==> src/ppi_pkg.sv <==
// Purpose: shared constants for the periodic interrupt unit
// Assumes: 8-bit register port, 10 MHz system clock
// Notes: register offsets are word indices on the plain port
package ppi_pkg;

  localparam logic [1:0] PPI_ADDR_CLK_CTRL = 2'h0;
  localparam logic [1:0] PPI_ADDR_KB_EN = 2'h1;
  localparam logic [1:0] PPI_ADDR_KB_STAT = 2'h2;

  // drive_and_periodic_clock_ctrl fields
  localparam int PPI_CLKS_LSB = 0;
  localparam int PPI_DRV_LSB = 2;
  localparam int PPI_PEND_BIT = 7;
  // keyboard_and_period_enable fields
  localparam int PPI_KBIE_LSB = 0;
  localparam int PPI_PSEL_LSB = 4;
  // keyboard_status_control fields
  localparam int PPI_KEYBOARD_SENSITIVITY_BIT = 0;
  localparam int PPI_IMASK_BIT = 1;
  localparam int PPI_KEYBOARD_ACKNOWLEDGE_BIT = 2;
  localparam int PPI_KEYBOARD_FLAG_BIT = 3;

  localparam logic [7:0] PPI_RESET_BYTE = 8'h00;

  localparam logic [1:0] PPI_CLK_RC = 2'h0;
  localparam logic [1:0] PPI_CLK_EXT = 2'h1;
  localparam logic [1:0] PPI_CLK_XTAL = 2'h2;

  localparam int PPI_CNT_W = 15;
  localparam logic [2:0] PPI_PSEL_OFF = 3'h0;
  localparam int PPI_BASE_LOG2 = 8;

endpackage

==> src/ppi_tick_if.sv <==
// Purpose: carries the selected count tick between clock pick and counter
// Assumes: single clock domain
// Notes: none
`timescale 1ns/100ps
interface ppi_tick_if;
  logic tick;
  modport src (output tick);
  modport dst (input tick);
endinterface

==> src/ppi_clk_pick.sv <==
// Purpose: edge-detect the chosen count source and emit a one-cycle tick
// Assumes: source levels synchronous to clk
// Notes: sources must run well below clk
`timescale 1ns/100ps
module ppi_clk_pick
  import ppi_pkg::*;
(
  input wire logic clk,
  input wire logic rst_n,
  input wire logic [1:0] clk_sel,
  input wire logic rc_clock,
  input wire logic ext_clock,
  input wire logic xtal_clock,
  ppi_tick_if.src tk
);

  typedef struct packed {
    logic prev;
  } ppi_pick_t;

  ppi_pick_t st;
  ppi_pick_t next_st;
  logic level;

  always_comb begin
    if (clk_sel == PPI_CLK_RC) begin
      level = rc_clock;
    end else if (clk_sel == PPI_CLK_EXT) begin
      level = ext_clock;
    end else if (clk_sel == PPI_CLK_XTAL) begin
      level = xtal_clock;
    end else begin
      level = 1'b0;
    end
    next_st.prev = level;
  end

  always_ff @(posedge clk) begin
    if (!rst_n) begin
      st <= '0;
    end else begin
      st <= next_st;
    end
  end

  // Rising edge of the picked source counts once
  assign tk.tick = level & ~st.prev;

endmodule

==> src/ppi_unit.sv <==
// Purpose: periodic interrupt unit with its shared keyboard controls
// Assumes: sources arrive as levels synchronous to clk
// Notes: keyboard pin internals live elsewhere; only shared bits kept here
//
// Contract
// - clock select 00 RC, 01 external pin, 10 crystal, 11 reserved
// - period select 000 off, else 512 to 32768 counts
// - reaching period raises request and sets pending latch
// - pending latch readable as status, 1 pending
// - request goes to keyboard unit, not directly to CPU
// - acknowledge write 1 clears latch and keyboard request, reads 0
// - counting continues in wait and stop when source supplied
// - keyboard sensitivity read/write, reset 0, 1 edge and level
//
// The register addresses and the plain strobed port were left to the implementer.
`timescale 1ns/100ps
module ppi_unit
  import ppi_pkg::*;
(
  input wire logic clk,
  input wire logic rst_n,
  input wire logic [1:0] addr,
  input wire logic [7:0] wdata,
  input wire logic wr,
  input wire logic rd,
  output logic [7:0] rdata,
  input wire logic rc_clock,
  input wire logic ext_clock,
  input wire logic xtal_clock,
  input wire logic keyboard_flag,
  output logic periodic_request,
  output logic keyboard_acknowledge,
  output logic keyboard_sensitivity,
  output logic keyboard_int_mask,
  output logic [3:0] keyboard_pin_enable,
  output logic [3:0] port_drive_enable_bits
);

  typedef struct packed {
    logic [1:0] clk_sel;
    logic [3:0] drive;
    logic pending;
    logic [3:0] kb_en;
    logic [2:0] psel;
    logic sens;
    logic imask;
    logic ack;
    logic req;
    logic [PPI_CNT_W-1:0] count;
    logic [7:0] rdata;
  } ppi_state_t;

  ppi_state_t st;
  ppi_state_t next_st;
  ppi_tick_if tk_if ();

  ////////////////////////////////////////////////////////////////////////
  ppi_clk_pick u_pick (
    .clk(clk),
    .rst_n(rst_n),
    .clk_sel(st.clk_sel),
    .rc_clock(rc_clock),
    .ext_clock(ext_clock),
    .xtal_clock(xtal_clock),
    .tk(tk_if.src)
  );

  ////////////////////////////////////////////////////////////////////////
  logic [PPI_CNT_W:0] period;
  logic hit;
  logic ack_wr;

  always_comb begin
    period = (PPI_CNT_W+1)'(1) << (PPI_BASE_LOG2 + int'(st.psel));
    hit = (st.psel != PPI_PSEL_OFF) && tk_if.tick &&
          ({1'b0, st.count} == period - (PPI_CNT_W+1)'(1));
    ack_wr = wr && (addr == PPI_ADDR_KB_STAT) && wdata[PPI_KEYBOARD_ACKNOWLEDGE_BIT];

    next_st = st;
    next_st.ack = ack_wr;
    next_st.rdata = 8'h00;

    if (wr) begin
      if (addr == PPI_ADDR_CLK_CTRL) begin
        next_st.clk_sel = wdata[PPI_CLKS_LSB +: 2];
        next_st.drive = wdata[PPI_DRV_LSB +: 4];
      end else if (addr == PPI_ADDR_KB_EN) begin
        next_st.kb_en = wdata[PPI_KBIE_LSB +: 4];
        next_st.psel = wdata[PPI_PSEL_LSB +: 3];
      end else if (addr == PPI_ADDR_KB_STAT) begin
        next_st.sens = wdata[PPI_KEYBOARD_SENSITIVITY_BIT];
        next_st.imask = wdata[PPI_IMASK_BIT];
      end
    end

    if (st.psel == PPI_PSEL_OFF) begin
      next_st.count = '0;
    end else if (hit) begin
      next_st.count = '0;
    end else if (tk_if.tick) begin
      next_st.count = st.count + PPI_CNT_W'(1);
    end

    if (ack_wr) begin
      next_st.pending = 1'b0;
      next_st.req = 1'b0;
    end
    // latch on period; set beats clear
    if (hit) begin
      next_st.pending = 1'b1;
      next_st.req = 1'b1;
    end
    // disabled unit drops request
    // New field value, so the drop lands with the write itself
    if (next_st.psel == PPI_PSEL_OFF) begin
      next_st.req = 1'b0;
    end

    if (rd) begin
      if (addr == PPI_ADDR_CLK_CTRL) begin
        next_st.rdata[PPI_CLKS_LSB +: 2] = st.clk_sel;
        next_st.rdata[PPI_DRV_LSB +: 4] = st.drive;
        next_st.rdata[PPI_PEND_BIT] = st.pending;
      end else if (addr == PPI_ADDR_KB_EN) begin
        next_st.rdata[PPI_KBIE_LSB +: 4] = st.kb_en;
        next_st.rdata[PPI_PSEL_LSB +: 3] = st.psel;
      end else if (addr == PPI_ADDR_KB_STAT) begin
        next_st.rdata[PPI_KEYBOARD_SENSITIVITY_BIT] = st.sens;
        next_st.rdata[PPI_IMASK_BIT] = st.imask;
        next_st.rdata[PPI_KEYBOARD_FLAG_BIT] = keyboard_flag;
      end
    end
  end

  always_ff @(posedge clk) begin
    if (!rst_n) begin
      st <= '0;
    end else begin
      st <= next_st;
    end
  end

  ////////////////////////////////////////////////////////////////////////
  assign rdata = st.rdata;
  assign periodic_request = st.req;
  assign keyboard_acknowledge = st.ack;
  assign keyboard_sensitivity = st.sens;
  assign keyboard_int_mask = st.imask;
  assign keyboard_pin_enable = st.kb_en;
  assign port_drive_enable_bits = st.drive;

endmodule

==> config.mk <==
export PLATFORM = sky130hd
export DESIGN_NAME = ppi_unit
export DESIGN_NICKNAME = d
export VERILOG_FILES = /design/src/ppi_pkg.sv /design/src/ppi_tick_if.sv /design/src/ppi_clk_pick.sv /design/src/ppi_unit.sv
export SDC_FILE = /design/constraint.sdc
export NUM_CORES = 1
export LEC_CHECK = 0
export BUFFER_PORTS_ARGS = -buffer_cell sky130_fd_sc_hd__buf_2
export CAP_MARGIN = 0
export CORE_MARGIN = 5
export CORE_UTILIZATION = 46
export DETAILED_ROUTE_END_ITERATION = 6
export PLACE_DENSITY = 0.65
export SYNTH_ARGS = -nofsm -noshare
export SYNTH_HDL_FRONTEND = slang
export SYNTH_HIERARCHICAL = 1
export SYNTH_SLANG_ARGS = --single-unit
==> constraint.sdc <==
create_clock -name clk -period 2.6 [get_ports clk]
set_input_delay 0.13 -clock clk [delete_from_list [all_inputs] [get_ports clk]]
set_output_delay 0.13 -clock clk [all_outputs]
set_load 0.005 [all_outputs]
Yosys cells after proc, flatten, opt, wreduce, memory -nomap -nowiden. Cells that the tools add are included.

Word-level logic and storage cells: 64. Output and inout port bits: 20. Bits of input ports: 18. Bits in registers: 42.

Add/subtract/negate cells: 3. Mux-type cells: 17. Reductions and logical operators: 18. Shift-type cells: 1. Equality and inequality tests: 5. Bitwise logic cells: 6.

Operators by type and width (number): == test 15 x 16 -> 1 bit (1); << shifter 1 x 5 -> 16 bit, first input constant (1); subtractor 16 x 1 -> 16 bit, second input constant (1); adder 15 x 1 -> 15 bit, second input constant (1); 2-to-1 mux 2 bit (5); 2-to-1 mux 5 bit (2); 2-to-1 mux 1 bit (8); logical NOT 3 bit (2); 2-to-1 mux 6 bit (1); AND reduction 3 bit (2); adder 4 x 3 -> 5 bit, first input constant (1); inverter 1 bit (5); == test 2 x 1 -> 1 bit, second input constant (2); == test 2 bit, second input constant (2); logical AND 1 bit (4); logical NOT 2 bit (2); AND reduction 2 bit (2); AND reduction 4 bit (1); OR reduction 4 bit (1); 2-to-1 mux 3 bit (1); nonzero test 3 bit (1); OR reduction 3 bit (1); nonzero test 2 bit (1); OR reduction 2 bit (1); bitwise AND 1 bit (1).

Depth between registers and ports, before layout.
Depth after elaboration: 8. Gate-level depth with buffers: 10. Depth with buffers taken out: 8.

Hierarchy. The synthesis kept the hierarchy.

Modules (own cells, without submodules): ppi_unit (area each 1985.7 sq um, seq. area each 820.8 sq um, cells each 225, instances 1); ppi_clk_pick (area each 58.8 sq um, seq. area each 20.0 sq um, cells each 7, instances 1).

Least setup slack after synthesis. No wires, ideal clock.

Kind: register -> register. Start: register st[39] (netlist name). End: register st[22] (netlist name). Data arrival time: 2228 ps. Cell stages (with the launch flop): 8. Required time: 2485 ps. Setup slack: 257 ps. Buffers on the path: 1. Period minus slack after synthesis: 2343 ps. Library setup time: 115 ps. Cell sequence: dfxtp_1 > nand2b_1 > a211oi_1 > and4_1 > nand4_1 > o41ai_2 > buf_6 > nor2_1.

Cells in the longest elaborated chain, start to end: 8. Elaborated cells between the ends (all ways): 10.

Ends and longest elaborated chain: start, declared (line ppi_unit.sv:53) `ppi_state_t st;`; start signal, assigned (line ppi_unit.sv:139) `st <= next_st;`; == test 2 bit (line ppi_clk_pick.sv:30) `end else if (clk_sel == PPI_CLK_XTAL) begin`; 2-to-1 mux 1 bit (line ppi_clk_pick.sv:30); 2-to-1 mux 1 bit (line ppi_clk_pick.sv:28) `end else if (clk_sel == PPI_CLK_EXT) begin`; 2-to-1 mux 1 bit * (line ppi_clk_pick.sv:26) `if (clk_sel == PPI_CLK_RC) begin`; bitwise AND 1 bit * (line ppi_clk_pick.sv:47) `assign tk.tick = level & ~st.prev;`; net tk_if.tick (line ppi_tick_if.sv:6) `logic tick;`; logical AND 1 bit (2 in a row) (line ppi_unit.sv:75) `hit = (st.psel != PPI_PSEL_OFF) && tk_if.tick &&`; OR reduction 3 bit (no source line).

Mark *: on every way through the listed nets, which the timed path passes. The rest lies on a longest branch. A chain may end at the register's enable or synchronous reset.

Worst setup path after layout.
Start: register st[28] (netlist name). End: register st[10] (netlist name).

Cells in the longest elaborated chain, start to end: 6. Elaborated cells between the ends (all ways): 9.

Ends and longest elaborated chain: adder 4 x 3 -> 5 bit (line ppi_unit.sv:74) `period = (PPI_CNT_W+1)'(1) << (PPI_BASE_LOG2 + int'(st.psel));`; << shifter 1 x 5 -> 16 bit (line ppi_unit.sv:74); subtractor 16 x 1 -> 16 bit (line ppi_unit.sv:76) `({1'b0, st.count} == period - (PPI_CNT_W+1)'(1));`; == test 15 x 16 -> 1 bit (line ppi_unit.sv:76); logical AND 1 bit (line ppi_unit.sv:75); OR reduction 3 bit (no source line) *.

Every way passes the cells marked *; elsewhere a longest branch is shown, timed or not.

==> out/qor.yml <==
global_route:
  grt_antenna_before_repair: 0
  grt_pass1_wl_mm: 7.10
  grt_start_max_net_pins: 17
  grt_pass1_vias: 1539
  track_usage: 0.146
  gr-total-overflow: 0
detailed_routing:
  wire_per_inst_um: 12.9
  final_antenna_net_count: 0
  drc_errors: 0
  vias: 1574
  viasPerCell: 5.09
  drt-initial-drc-count: 53
  first_pass_iters: 4
  wirelength_mm: 3.99
timing:
  setup_tns_ns: 0
  maxSlewViolCount: 0
  timing.fmax_mhz: 428
  rsz0062_at_grt: "no"
  finClkSkew_ns: 0.00731
  tightest_slew_ns: 0.728
  fin_crit_ns: 2.34
  fin_ws_ns: 0.262
  maxSlewHeadroom: 0.512
  fin_crit_sh: 0.899
  setup_viol: 0
  hold_violations: 0
cells_and_area:
  drive_above_1_share: 0.198
  area_growth_pct: 11.6
  most-common-layout-cells: "42 x dfxtp_1, 41 x nor2_1, 36 x buf_2"
  num-fill-cells: 419
  final_common_cell: "dfxtp_1"
  final_core_util: 0.528
  n_antenna_cell: 0
  final_nets: 277
yosys:
  yosys_warnings: 6
  avgSynthCellArea_um2: 8.81
  synth_edf_count: 0
  synth_top_area_frac: 0.411
  ys.flop_type: "dfxtp_1"
  synth_fp_nets: 252
  yosys-top-cells-area: "dfxtp_1 41%, mux2i_1 9.8%, nor2_1 7.5%, buf_4 6.2%, xor2_1 4.3%"
  yosysUniqueCellTypes: 38
  ys_seq_elements: 42
  yosysSeqAreaShare: 0.411
  synth.largest_area_cell: "dfxtp_1"
  syn_inst: 232
  synth_area_um2: 2040
  async_flop_share: 0
power_and_ir_drop:
  p_seq_frac: 0.506
  p_leak_nw: 0.985
  peakVddDrop_mv: 0.383
  powerDensity_nw_per_um2: 572
  sw_frac_of_total: 0.225
  clkPwrFrac: 0.407
  p_int_mw: 1.01
  netSwitchingPower_uw: 294
  pwr-share-comb: 0.087
clock_network:
  cts_root_buffer: "clkbuf_8"
  worstSkewPairLatency_ns: 0.30
  clock_sinks: 42
  cts_buffer_depth: 2
  cts.htree.levels: 2
  cts_resized: 0
  cts_tree: "done"
  hold_buffers: 0
  numCtsBuffers: 5
  post_cts_buffers: 0
  clk_pin_slew_ns: 0.08
critical_path:
  cp-end-kind: "flop"
  timing.rr.start: "st[28]"
  cp-startpoint: "st[28]"
  required_ns: 2.83
  crit_type: "reg -> reg"
  cp_max_fo: 12
  crit_arrival_ns: 2.57
  worstSetupStartpointType: "flop"
floorplanning:
  die_area_um2: 5880
  coreArea_um2: 4320
  std_cell_rows: 24
  die_h_um: 76.7
  ioPinCount: 38
  die_x_um: 76.7
  initial_core_util: 0.473
hold_path:
  hold_class: "in -> reg"
  hold_start: "keyboard_flag"
flow_run:
  cap_violations: 0
place:
  dp.final_hpwl_mm: 2.90
  io_buffer_count: 36
  gp_congestion: 0.774
  dp_slack_ns: 0.335
run_status:
  status: "complete, no violations"
-- power by group through the flow --
| stage | Clock, mW | Combinational (mW) | Sequential [mW] |
|---|---|---|---|
| 2_1_floorplan | 0 | 0.0800 | 0.674 |
| 3_3_place_gp | 0 | 0.111 | 0.676 |
| 3_5_place_dp | 0 | 0.113 | 0.676 |
| 5_1_grt | 0.571 | 0.127 | 0.662 |
| 4_1_cts | 0.543 | 0.114 | 0.661 |
| 6_report | 0.531 | 0.113 | 0.661 |
-- per-stage QoR --
stage                     hold WS [ns]  power [mW]  instance area (µm²)  std cells
after CTS                       0.0484        1.32                 2280        309
after detailed placement         0.364       0.789                 2170        302
final                           0.0527        1.30                 2280        309
after global routing            0.0713        1.36                 2280        309
after floorplan                  0.244       0.754                 2040        232
after global placement           0.363       0.787                 2170        302
-- registers in the layout, indices dropped and copies added (netlist names) --
signal,cells
keyboard_acknowledge,1
keyboard_int_mask,1
keyboard_pin_enable,4
keyboard_sensitivity,1
periodic_request,1
port_drive_enable_bits,4
rdata,8
st,21
u_pick/st,1
-- worst paths after layout --
kind              end  slack (ns)  depth (start not counted)
max            st[10]        0.26                          9
min          rdata[3]        0.05                          3
max reg2reg    st[10]        0.26                          9
min reg2reg  rdata[7]        0.48                          1
-- per-layer routing --
layer | share of wire | global-route usage
met5 | 0 | 0
met4 | 0.021 | 0.0699
met3 | 0.042 | 0.0504
met2 | 0.44 | 0.216
met1 | 0.50 | 0.190
-- cells by family (layout without fill, tap and decap cells) --
family	Yosys count	count (layout)	synth area share
and+or+nand+nor	98	98	0.235
DFF	42	42	0.411
buffers and inverters	30	55	0.0918
AOI/OAI and AO/OA	23	23	0.0790
muxes	20	20	0.0979
xor gates and xnor gates	17	17	0.0728
adders and majority gates	2	2	0.0122
-- cell type report --
class                      instances  area [µm²]  area share
clock buffer                       6        82.6      0.0362
clock inverter                     1        30.0      0.0132
inverter                           6        22.5     0.00987
multi-input combinational        160        1020       0.445
sequential                        42         841       0.368
tap                               52        65.1      0.0285
timing repair buffer              42         225      0.0987
-- critical path, cell delays in order, from the launching register on --
cell	delay [ns]
dfxtp_1	0.33
nor3_1	0.32
inv_1	0.11
ha_1	0.30
or3b_1	0.19
a21oi_1	0.06
a211oi_1	0.51
o41ai_2	0.14
buf_4	0.20
nor2_1	0.11
-- synthesized netlist by cell type, drive strengths merged (2+ instances only) --
library cell   n
xnor2          7
and4           2
clkbuf         3
dfxtp         42
nand3b         3
inv            6
nand4          3
a211oi         4
nor2b          4
and3           2
mux2i         20
nand2         16
o41ai          2
nor4           3
nor3           2
buf           21
ha             2
nand3          8
nand2b         3
and2           5
nor2          41
a21oi          9
xor2          10
nor3b          3
or3b           2
No activity file was read; power rests on OpenSTA's default activity.
